`config.mk`:
```
export PLATFORM = sky130hd
export DESIGN_NAME = power_supply_control
export DESIGN_NICKNAME = d
export VERILOG_FILES = /design/src/core/power_ctrl_pkg.sv /design/src/core/power_supply_control.sv /design/src/core/apb_cfg_port.sv /design/src/core/crowbar_timer.sv
export VERILOG_INCLUDE_DIRS = /design/src /design/src/core
export SDC_FILE = /design/constraint.sdc
export NUM_CORES = 1
export LEC_CHECK = 0
export BUFFER_PORTS_ARGS = -buffer_cell sky130_fd_sc_hd__buf_2
export CAP_MARGIN = 20
export CORE_ASPECT_RATIO = 1.75
export CORE_UTILIZATION = 45
export CTS_BUF_LIST = sky130_fd_sc_hd__clkbuf_4
export DETAILED_ROUTE_END_ITERATION = 10
export PLACE_DENSITY = 0.7
export SETUP_SLACK_MARGIN = 0.5
export SLEW_MARGIN = 5
export SYNTH_ARGS = -nofsm -noshare
export SYNTH_HDL_FRONTEND = slang
export SYNTH_SLANG_ARGS = --single-unit
```
`constraint.sdc`:
```
create_clock -name clk -period 5.4 [get_ports clk]
set_input_delay 0 -clock clk [delete_from_list [all_inputs] [get_ports clk]]
set_output_delay 0 -clock clk [all_outputs]
set_load 0.01 [all_outputs]
```
`src/core/power_ctrl_params.svh`:
```
`ifndef POWER_CTRL_PARAMS_SVH
`define POWER_CTRL_PARAMS_SVH
// Register index; byte address is four times the index
`define CFG_INDEX 10'h02D
// Reset values (battery power-up)
`define LED_POL_RST 1'b0
`define LAST_STATE_RST 1'b0
`define POLARITY_RST 1'b0
`define CROWBAR_RST 2'b11
`define RESUME_RST 1'b0
`define ACPI_MODE_RST 1'b0
// Clock rate and crowbar times
`define CLK_KHZ 250000
`define CROWBAR_T0_MS 600
`define CROWBAR_T1_MS 1100
`define CROWBAR_T2_MS 1600
`define CROWBAR_T3_MS 2100
`define CROWBAR_GAP_MS 250
`endif

```
`src/core/power_ctrl_pkg.sv`:
```
package power_ctrl_pkg;
  typedef struct packed {
    logic led_pol;
    logic last_state;
    logic polarity;
    logic [1:0] crowbar;
    logic resume;
    logic supply_off;
    logic acpi_mode;
  } cfg_type;
  typedef struct packed {
    logic psel;
    logic penable;
    logic pwrite;
    logic [11:0] paddr;
    logic [31:0] pwdata;
  } apb_req_type;
  typedef struct packed {
    logic pready;
    logic pslverr;
    logic [31:0] prdata;
  } apb_rsp_type;
endpackage

```
`src/core/power_supply_control.sv`:
```
`timescale 1ns/1ps
`include "power_ctrl_params.svh"
module power_supply_control import power_ctrl_pkg::*; #(
  parameter int CNT_W = 30,
  parameter int T0_CYC = `CROWBAR_T0_MS * (`CLK_KHZ / 1000) * 1000,
  parameter int T1_CYC = `CROWBAR_T1_MS * (`CLK_KHZ / 1000) * 1000,
  parameter int T2_CYC = `CROWBAR_T2_MS * (`CLK_KHZ / 1000) * 1000,
  parameter int T3_CYC = `CROWBAR_T3_MS * (`CLK_KHZ / 1000) * 1000,
  parameter int GAP_CYC = `CROWBAR_GAP_MS * (`CLK_KHZ / 1000) * 1000
) (
  input wire logic clk,
  input wire logic nrst,
  input wire apb_req_type apb_req,
  output apb_rsp_type apb_rsp,
  input wire logic sleep_s3_input,
  input wire logic supply_polarity_strap,
  input wire logic standby_powerup,
  input wire logic standby_fail,
  input wire logic power_good,
  input wire logic [1:0] led_lit,
  output logic supply_on_output,
  output logic [1:0] led_out,
  output logic crowbar_trip
);

  // ==========================================================
  // Configuration state
  // ==========================================================
  logic led_pol_reg;
  logic last_state_reg;
  logic polarity_reg;
  logic [1:0] crowbar_reg;
  logic resume_reg;
  logic acpi_mode_reg;
  logic strap_done_reg;
  logic on_reg;
  logic on_next;
  logic on_prev_reg;
  logic s3_prev_reg;
  logic wr_en;
  logic [7:0] wdata_raw;
  cfg_type wdata;
  cfg_type rdata;
  logic shutoff;
  logic s3_change;
  logic expired;

  assign wdata = cfg_type'(wdata_raw);

  // ==========================================================
  // Bus slave
  // ==========================================================
  apb_cfg_port u_apb (
    .clk(clk),
    .nrst(nrst),
    .req(apb_req),
    .rdata(rdata),
    .rsp(apb_rsp),
    .wr_en(wr_en),
    .wdata(wdata_raw)
  );

  always_comb begin
    rdata = '0;
    rdata.led_pol = led_pol_reg;
    // Failure snapshot is only visible in legacy mode
    rdata.last_state = acpi_mode_reg ? 1'b0 : last_state_reg;
    rdata.polarity = polarity_reg;
    rdata.crowbar = crowbar_reg;
    rdata.resume = resume_reg;
    rdata.supply_off = 1'b0;
    rdata.acpi_mode = acpi_mode_reg;
  end

  // ==========================================================
  // Software-writable fields
  // ==========================================================
  // Standby power-up clears the standby-reset fields; it wins
  // over a write landing on the same edge.
  always_ff @(posedge clk or negedge nrst) begin
    if (!nrst) begin
      led_pol_reg <= `LED_POL_RST;
      acpi_mode_reg <= `ACPI_MODE_RST;
    end else if (standby_powerup) begin
      led_pol_reg <= `LED_POL_RST;
      acpi_mode_reg <= `ACPI_MODE_RST;
    end else if (wr_en) begin
      led_pol_reg <= wdata.led_pol;
      acpi_mode_reg <= wdata.acpi_mode;
    end
  end

  // Battery-backed fields: only the battery reset clears them
  always_ff @(posedge clk or negedge nrst) begin
    if (!nrst) begin
      crowbar_reg <= `CROWBAR_RST;
      resume_reg <= `RESUME_RST;
    end else if (wr_en) begin
      crowbar_reg <= wdata.crowbar;
      resume_reg <= wdata.resume;
    end
  end

  // ==========================================================
  // Strap and failure snapshot
  // ==========================================================
  // Strap is sampled by a clock edge, never by the reset itself
  always_ff @(posedge clk or negedge nrst) begin
    if (!nrst) begin
      polarity_reg <= `POLARITY_RST;
      strap_done_reg <= 1'b0;
    end else if (standby_powerup || !strap_done_reg) begin
      polarity_reg <= supply_polarity_strap;
      strap_done_reg <= 1'b1;
    end
  end

  // Logical state, so the snapshot ignores output polarity
  always_ff @(posedge clk or negedge nrst) begin
    if (!nrst) begin
      last_state_reg <= `LAST_STATE_RST;
    end else if (standby_fail) begin
      last_state_reg <= on_reg;
    end
  end

  // ==========================================================
  // Supply-on control
  // ==========================================================
  // Shut-off only acts in legacy mode
  assign shutoff = wr_en && wdata.supply_off && !acpi_mode_reg;
  assign s3_change = sleep_s3_input != s3_prev_reg;

  // Resume mode depends on the chipset coming back off, so
  // the restored state is authoritative until S3 moves.
  always_comb begin
    on_next = on_reg;
    if (standby_powerup) begin
      on_next = resume_reg ? last_state_reg : sleep_s3_input;
    end else if (shutoff) begin
      on_next = 1'b0;
    end else if (expired) begin
      on_next = 1'b0;
    end else if (s3_change) begin
      on_next = sleep_s3_input;
    end
  end

  always_ff @(posedge clk or negedge nrst) begin
    if (!nrst) begin
      on_reg <= 1'b0;
      on_prev_reg <= 1'b0;
      s3_prev_reg <= 1'b0;
    end else begin
      on_reg <= on_next;
      on_prev_reg <= on_reg;
      s3_prev_reg <= sleep_s3_input;
    end
  end

  // ==========================================================
  // Crowbar timeout
  // ==========================================================
  // Supply turned on but power good missing for the selected
  // time drops the request again.
  crowbar_timer #(
    .CNT_W(CNT_W),
    .T0(T0_CYC),
    .T1(T1_CYC),
    .T2(T2_CYC),
    .T3(T3_CYC),
    .GAP(GAP_CYC)
  ) u_timer (
    .clk(clk),
    .nrst(nrst),
    .start(on_reg && !on_prev_reg),
    .stop(power_good || !on_reg),
    .sel(crowbar_reg),
    .expired(expired)
  );

  // ==========================================================
  // Output pins
  // ==========================================================
  always_ff @(posedge clk or negedge nrst) begin
    if (!nrst) begin
      supply_on_output <= 1'b1;
      led_out <= 2'b00;
      crowbar_trip <= 1'b0;
    end else begin
      supply_on_output <= polarity_reg ? on_reg : !on_reg;
      led_out <= led_lit ^ {2{led_pol_reg}};
      crowbar_trip <= expired;
    end
  end

  // ==========================================================
  // Assertion helpers
  // ==========================================================
  // Saturates so a long on-time never wraps into a short one
  logic [CNT_W-1:0] trip_cnt_reg;
  always_ff @(posedge clk or negedge nrst) begin
    if (!nrst) begin
      trip_cnt_reg <= '0;
    end else if (on_reg && !on_prev_reg) begin
      trip_cnt_reg <= '0;
    end else if (trip_cnt_reg != '1) begin
      trip_cnt_reg <= trip_cnt_reg + 1'b1;
    end
  end

  // Earliest legal trip: one gap past the band below
  function automatic int band_floor(input logic [1:0] s);
    unique case (s)
      2'b00: band_floor = T0_CYC;
      2'b01: band_floor = T0_CYC + GAP_CYC;
      2'b10: band_floor = T1_CYC + GAP_CYC;
      2'b11: band_floor = T2_CYC + GAP_CYC;
    endcase
  endfunction

  // ==========================================================
  // Assertions
  // ==========================================================
  rsp_pulse_a: assert property (
    @(posedge clk) disable iff (!nrst)
    apb_rsp.pready |=> !apb_rsp.pready)
    else $error("bus answer held too long");
  bad_index_a: assert property (
    @(posedge clk) disable iff (!nrst)
    apb_req.psel && !apb_req.penable && apb_req.paddr[11:2] != `CFG_INDEX
    |=> apb_rsp.pslverr && apb_rsp.prdata == 32'h00000000)
    else $error("unmapped index not refused");
  rd_data_a: assert property (
    @(posedge clk) disable iff (!nrst)
    apb_req.psel && !apb_req.penable && !apb_req.pwrite &&
    apb_req.paddr[11:2] == `CFG_INDEX
    |=> apb_rsp.prdata == {24'h000000, $past(rdata)})
    else $error("read data not the register byte");
  battery_keep_a: assert property (
    @(posedge clk) disable iff (!nrst)
    standby_powerup && !wr_en
    |=> $stable(crowbar_reg) && $stable(resume_reg))
    else $error("battery-backed field lost on standby reset");

  rd_off_zero_a: assert property (
    @(posedge clk) disable iff (!nrst)
    apb_rsp.pready |-> !apb_rsp.prdata[1])
    else $error("shut-off bit read back as one");

  led_level_a: assert property (
    @(posedge clk) disable iff (!nrst)
    ##1 led_out == ($past(led_lit) ^ {2{$past(led_pol_reg)}}))
    else $error("LED output polarity wrong");
  mode_clear_a: assert property (
    @(posedge clk) disable iff (!nrst)
    standby_powerup |=> !acpi_mode_reg && !led_pol_reg)
    else $error("standby reset fields not cleared");

  snapshot_a: assert property (
    @(posedge clk) disable iff (!nrst)
    standby_fail |=> last_state_reg == $past(on_reg))
    else $error("failure snapshot missed");
  acpi_hide_a: assert property (
    @(posedge clk) disable iff (!nrst)
    acpi_mode_reg && !standby_powerup && apb_req.psel && !apb_req.penable
    |=> !apb_rsp.prdata[6])
    else $error("last state visible in ACPI mode");
  last_ro_a: assert property (
    @(posedge clk) disable iff (!nrst)
    wr_en && !standby_fail |=> $stable(last_state_reg))
    else $error("last state changed by a write");

  pin_polarity_a: assert property (
    @(posedge clk) disable iff (!nrst)
    ##2 supply_on_output == ($past(polarity_reg) ~^ $past(on_reg)))
    else $error("supply pin level wrong");
  strap_latch_a: assert property (
    @(posedge clk) disable iff (!nrst)
    standby_powerup |=> polarity_reg == $past(supply_polarity_strap))
    else $error("strap not latched on standby power-up");
  polarity_ro_a: assert property (
    @(posedge clk) disable iff (!nrst)
    wr_en && !standby_powerup && strap_done_reg |=> $stable(polarity_reg))
    else $error("polarity changed by a write");

  crowbar_wr_a: assert property (
    @(posedge clk) disable iff (!nrst)
    wr_en |=> crowbar_reg == $past(wdata_raw[4:3]))
    else $error("crowbar field not written");
  trip_a: assert property (
    @(posedge clk) disable iff (!nrst)
    expired && !standby_powerup |=> !on_reg && crowbar_trip)
    else $error("crowbar trip did not drop supply");
  trip_once_a: assert property (
    @(posedge clk) disable iff (!nrst)
    crowbar_trip |=> !crowbar_trip)
    else $error("crowbar trip longer than one cycle");
  crowbar_floor_a: assert property (
    @(posedge clk) disable iff (!nrst)
    expired |-> int'(trip_cnt_reg) >= band_floor(crowbar_reg))
    else $error("crowbar trip inside the band below");

  resume_a: assert property (
    @(posedge clk) disable iff (!nrst)
    standby_powerup && resume_reg
    |=> on_reg == $past(last_state_reg))
    else $error("last state not restored");
  follow_s3_a: assert property (
    @(posedge clk) disable iff (!nrst)
    s3_change && !standby_powerup && !shutoff && !expired
    |=> on_reg == $past(sleep_s3_input) [*1])
    else $error("supply did not follow S3");
  follow_pwrup_a: assert property (
    @(posedge clk) disable iff (!nrst)
    standby_powerup && !resume_reg
    |=> on_reg == $past(sleep_s3_input))
    else $error("power-up did not follow S3");

  shutoff_a: assert property (
    @(posedge clk) disable iff (!nrst)
    shutoff && !standby_powerup
    |=> !on_reg ##1 supply_on_output != polarity_reg)
    else $error("legacy shut-off ignored");
  acpi_keep_a: assert property (
    @(posedge clk) disable iff (!nrst)
    wr_en && wdata.supply_off && acpi_mode_reg && !standby_powerup &&
    !s3_change && !expired |=> $stable(on_reg))
    else $error("ACPI mode shut-off acted");

  resume_c: cover property (@(posedge clk) disable iff (!nrst)
    standby_powerup && resume_reg && last_state_reg);
  follow_c: cover property (@(posedge clk) disable iff (!nrst)
    standby_powerup && !resume_reg);
  shutoff_c: cover property (@(posedge clk) disable iff (!nrst)
    shutoff && on_reg);
  acpi_c: cover property (@(posedge clk) disable iff (!nrst)
    wr_en && wdata.supply_off && acpi_mode_reg);
  trip_c: cover property (@(posedge clk) disable iff (!nrst)
    expired);

endmodule // power_supply_control

```
`src/core/apb_cfg_port.sv`:
```
`timescale 1ns/1ps
`include "power_ctrl_params.svh"
module apb_cfg_port import power_ctrl_pkg::*; (
  input wire logic clk,
  input wire logic nrst,
  input wire apb_req_type req,
  input wire logic [7:0] rdata,
  output apb_rsp_type rsp,
  output logic wr_en,
  output logic [7:0] wdata
);
  logic hit;
  logic setup;
  assign hit = (req.paddr[11:2] == `CFG_INDEX);
  assign setup = req.psel && !req.penable;
  // Write commits only at the access edge that samples pready
  assign wr_en = req.psel && req.penable && rsp.pready && req.pwrite
    && hit;
  assign wdata = req.pwdata[7:0];
  always_ff @(posedge clk or negedge nrst) begin
    if (!nrst) begin
      rsp <= '0;
    end else if (setup) begin
      rsp.pready <= 1'b1;
      rsp.pslverr <= !hit;
      rsp.prdata <= (hit && !req.pwrite) ? {24'h000000, rdata} :
        32'h00000000;
    end else begin
      rsp <= '0;
    end
  end
endmodule // apb_cfg_port

```
`src/core/crowbar_timer.sv`:
```
`timescale 1ns/1ps
module crowbar_timer #(
  parameter int CNT_W = 30,
  parameter int T0 = 1,
  parameter int T1 = 2,
  parameter int T2 = 3,
  parameter int T3 = 4,
  parameter int GAP = 1
) (
  input wire logic clk,
  input wire logic nrst,
  input wire logic start,
  input wire logic stop,
  input wire logic [1:0] sel,
  output logic expired
);
  logic [CNT_W-1:0] cnt_reg;
  logic armed_reg;
  if (T0 < 1 || GAP < 1 || T1 - T0 < GAP || T2 - T1 < GAP ||
      T3 - T2 < GAP || T3 >= 2**CNT_W) begin : g_bad
    $error("crowbar_timer: counts not increasing by gap or too wide");
  end
  function automatic logic [CNT_W-1:0] limit(input logic [1:0] s);
    unique case (s)
      2'b00: limit = CNT_W'(T0 - 1);
      2'b01: limit = CNT_W'(T1 - 1);
      2'b10: limit = CNT_W'(T2 - 1);
      2'b11: limit = CNT_W'(T3 - 1);
    endcase
  endfunction
  always_ff @(posedge clk or negedge nrst) begin
    if (!nrst) begin
      cnt_reg <= '0;
      armed_reg <= 1'b0;
      expired <= 1'b0;
    end else begin
      expired <= 1'b0;
      if (start) begin
        cnt_reg <= '0;
        armed_reg <= 1'b1;
      end else if (stop) begin
        armed_reg <= 1'b0;
      end else if (armed_reg) begin
        if (cnt_reg >= limit(sel)) begin
          armed_reg <= 1'b0;
          expired <= 1'b1;
        end else begin
          cnt_reg <= cnt_reg + 1'b1;
        end
      end
    end
  end
endmodule // crowbar_timer

```
==> flow_summary.toml <==
[logic_synthesis]
synth_compound_area_frac = 0.158
synth-seq-area-share = 0.395
ys_top_cells_by_area = "dfrtp_1, ha_1, buf_4, o31ai_1, or4_1"
yosysWarnings = 0
yosys.area.top_type_share = 0.373
ys_seq_elements = 56
async_reset_ff_frac = 1.00
yosys.area_share.simple = 0.230
yosysTopAreaCell = "dfrtp_1"
syn_inst = 368
syn_avg_cell_area_um2 = 9.66
netlist_area_um2 = 3560
yosys.area_share.adder = 0.0943
synthMuxAreaShare = 0.0239
synth_top_family_by_area = "simple AND/OR/NAND/NOR gates"
ys_types = 52
synth_xor_area_frac = 0.0123
synth_edf_count = 0
synth_top_flop_cell = "dfrtp_1"

[pwr]
clock_power_share = 0.279
p_seq_frac = 0.622
cell_internal_pwr_uw = 509
vdd.ir_drop.worst_uv = 215
switching_share = 0.275
p_leak_uw = 0.00183
power_frac_comb = 0.099
p_sw_uw = 193
power_density_nw_per_um2 = 176

[timing]
setup_ws_ns = 2.13
min_period_ns = 3.27
relSlewSlack = 0.387
hold_viol_final = 0
clock-skew-final_ns = 0.0127
period_share = 0.606
rsz0062_at_grt = "no"
whs_ns = 0.0457
fin_setup_tns_ns = 0
tightest_slew_ns = 0.915
max_freq_mhz = 306
drv_slew = 0
finalSetupViolations = 0

[clocking]
clkSinkCount = 56
post_cts_resized = 0
ctsLongestPathBuffers = 2
htreeDepth = 2
cts.hold.buffers_added = 18
cts_buffers = 5
cts_tree = "built"
cts.clk_slew.worst_paths_ns = 0.17
post-cts-setup-buffers = 0
clk_latency_ns = 0.41
clockRootBuffer = "clkbuf_4"

[global_routing]
antenna_found_initial = 1
overflow = 0
first_global_vias = 3053
grt_usage = 0.218
grt_max_degree = 57
grt_pass1_wl_mm = 14.5

[detailed_routing]
wl_per_cell_um = 16.9
drtIter0Drc = 110
firstDrtPassIters = 4
num_vias = 3051
routed_via_density = 5.99
routed_wl_mm = 8.63
ant_nets = 0
route.detailed.drc = 0

[worst_setup_path]
reg2reg_depth = 11
reg2reg_from = "crowbar_reg[0]"
r2r_setup_slack_ns = 2.13
startpoint_type = "flop"
critPathMaxFanout = 33
worstSetupPathType = "reg2reg"
worstSetupEndpointType = "flop"
cp.arrival_ns = 3.61
worst_ep_required_time_ns = 5.74
worstReg2RegEnd = "u_timer.cnt_reg[0]"

[layout]
fin_nets = 501
fillerInstances = 686
multi_input_area_um2 = 1950
largest_register_ffs = 30
drive_above_1_share = 0.155
regArea_um2 = 1410
final_util = 0.522
area_growth_pct = 11.8

[place]
io_buffer_count = 40
place_ws_ns = 1.93
dp_hpwl_mm = 5.85
place.gp.congestion = 0.912

[floorplanning]
io_pins = 94
die_h_um = 120
coreArea_um2 = 7620
die_w_um = 69.2
start_util = 0.467
fp.dieArea_um2 = 8280
rows = 42

[flow_run]
cap_violations = 0

[worst_hold_path]
whs_path_depth = 5
hold_class = "in2reg"
hold_start = "apb_req[46]"
hold_end = "crowbar_reg[0]"

[outcome]
status = "completed"
synth_stat cells, types with 3 or more instances:
cell type	n
dfstp_2	3
xor2_1	3
inv_1	8
o311ai_0	6
a21oi_1	25
buf_4	28
nor3_1	4
or4_1	17
o21ai_0	5
clkbuf_1	5
ha_1	26
mux2i_1	4
o31ai_1	26
nand2_1	23
nand3_1	18
buf_2	5
and2_1	8
and3_1	8
o21a_1	3
nand2b_1	12
nor2_1	16
mux2_2	4
nor4_1	4
a31oi_1	3
nand4_1	15
dfrtp_1	53
power by group through the flow:
stage          combinational [uW]  clock (uW)  sequential [uW]
2_1_floorplan                44.0           0              444
3_3_place_gp                 59.1           0              444
3_5_place_dp                 60.6           0              444
4_1_cts                      69.6         201              436
5_1_grt                      78.1         213              438
6_report                     69.6         195              437
layout make-up:
| type | instances | area share |
|---|---|---|
| timing repair buffer | 60 | 0.104 |
| inverter | 8 | 0.00755 |
| tap | 88 | 0.0277 |
| antenna | 1 | 0.000629 |
| clock buffer | 5 | 0.00944 |
| sequential | 56 | 0.353 |
| multi-input combinational | 288 | 0.491 |
| clock inverter | 3 | 0.00598 |
cell families after synthesis:
kind of cell,count (synthesis)
buffers and inverters,48
AND/OR/NAND/NOR,141
XOR/XNOR,5
multiplexers,8
AO/OA/AOI/OAI,81
flip-flops,56
other,2
adder cells (fa/ha/maj),27
worst max-delay path by stage:
| stage | to | slack (ns) | from | cells past startpoint |
|---|---|---|---|---|
| 2_1_floorplan | u_timer.cnt_reg[13] | 2.65 | crowbar_reg[0] | 9 |
| 3_3_place_gp | u_timer.cnt_reg[8] | 2.07 | crowbar_reg[0] | 10 |
| 3_5_place_dp | u_timer.cnt_reg[15] | 1.93 | crowbar_reg[0] | 10 |
| 4_1_cts | u_timer.cnt_reg[15] | 1.89 | crowbar_reg[0] | 10 |
| 5_1_grt | u_timer.cnt_reg[22] | 1.84 | crowbar_reg[0] | 9 |
| 6_report | u_timer.cnt_reg[0] | 2.13 | crowbar_reg[0] | 11 |
worst max-delay path, cell delays in order (launching register included):
cell and delay (ns):
dfstp_2 0.67, inv_1 0.13, ha_1 0.23, nor2_1 0.29
ha_1 0.32, a21oi_1 0.13, o221ai_1 0.15, a21oi_2 0.21
a21oi_4 0.16, buf_16 0.21, or4_1 0.52, a21oi_1 0.16
routing by layer:
metal,share of wire,track usage,wire [um]
met1,0.38,0.233,3260
met4,0.037,0.120,322
met5,0,0,0
met3,0.028,0.0243,245
met2,0.56,0.409,4790
metrics by stage:
step / std cells / total power, uW / instance area, um^2
after floorplan: 392 / 488 / 3650
after global placement: 481 / 503 / 3700
after detailed placement: 481 / 504 / 3700
after CTS: 507 / 707 / 3950
after global routing: 509 / 729 / 3980
final: 509 / 702 / 3980
layout by cell type, fill, tap and decap left out, types with 6 or more instances in the layout:
| master | instances |
|---|---|
| dfrtp_1 | 53 |
| or4_1 | 17 |
| o31ai_1 | 26 |
| and2_1 | 8 |
| o311ai_0 | 6 |
| nand3_1 | 18 |
| and3_1 | 8 |
| nor2_1 | 16 |
| a21oi_1 | 25 |
| conb_1 | 26 |
| inv_1 | 8 |
| nand2b_1 | 12 |
| nand2_1 | 23 |
| ha_1 | 26 |
| nand4_1 | 15 |
| dlygate4sd3_1 | 18 |
| buf_2 | 40 |
No activity file was read; power rests on OpenSTA's default activity.
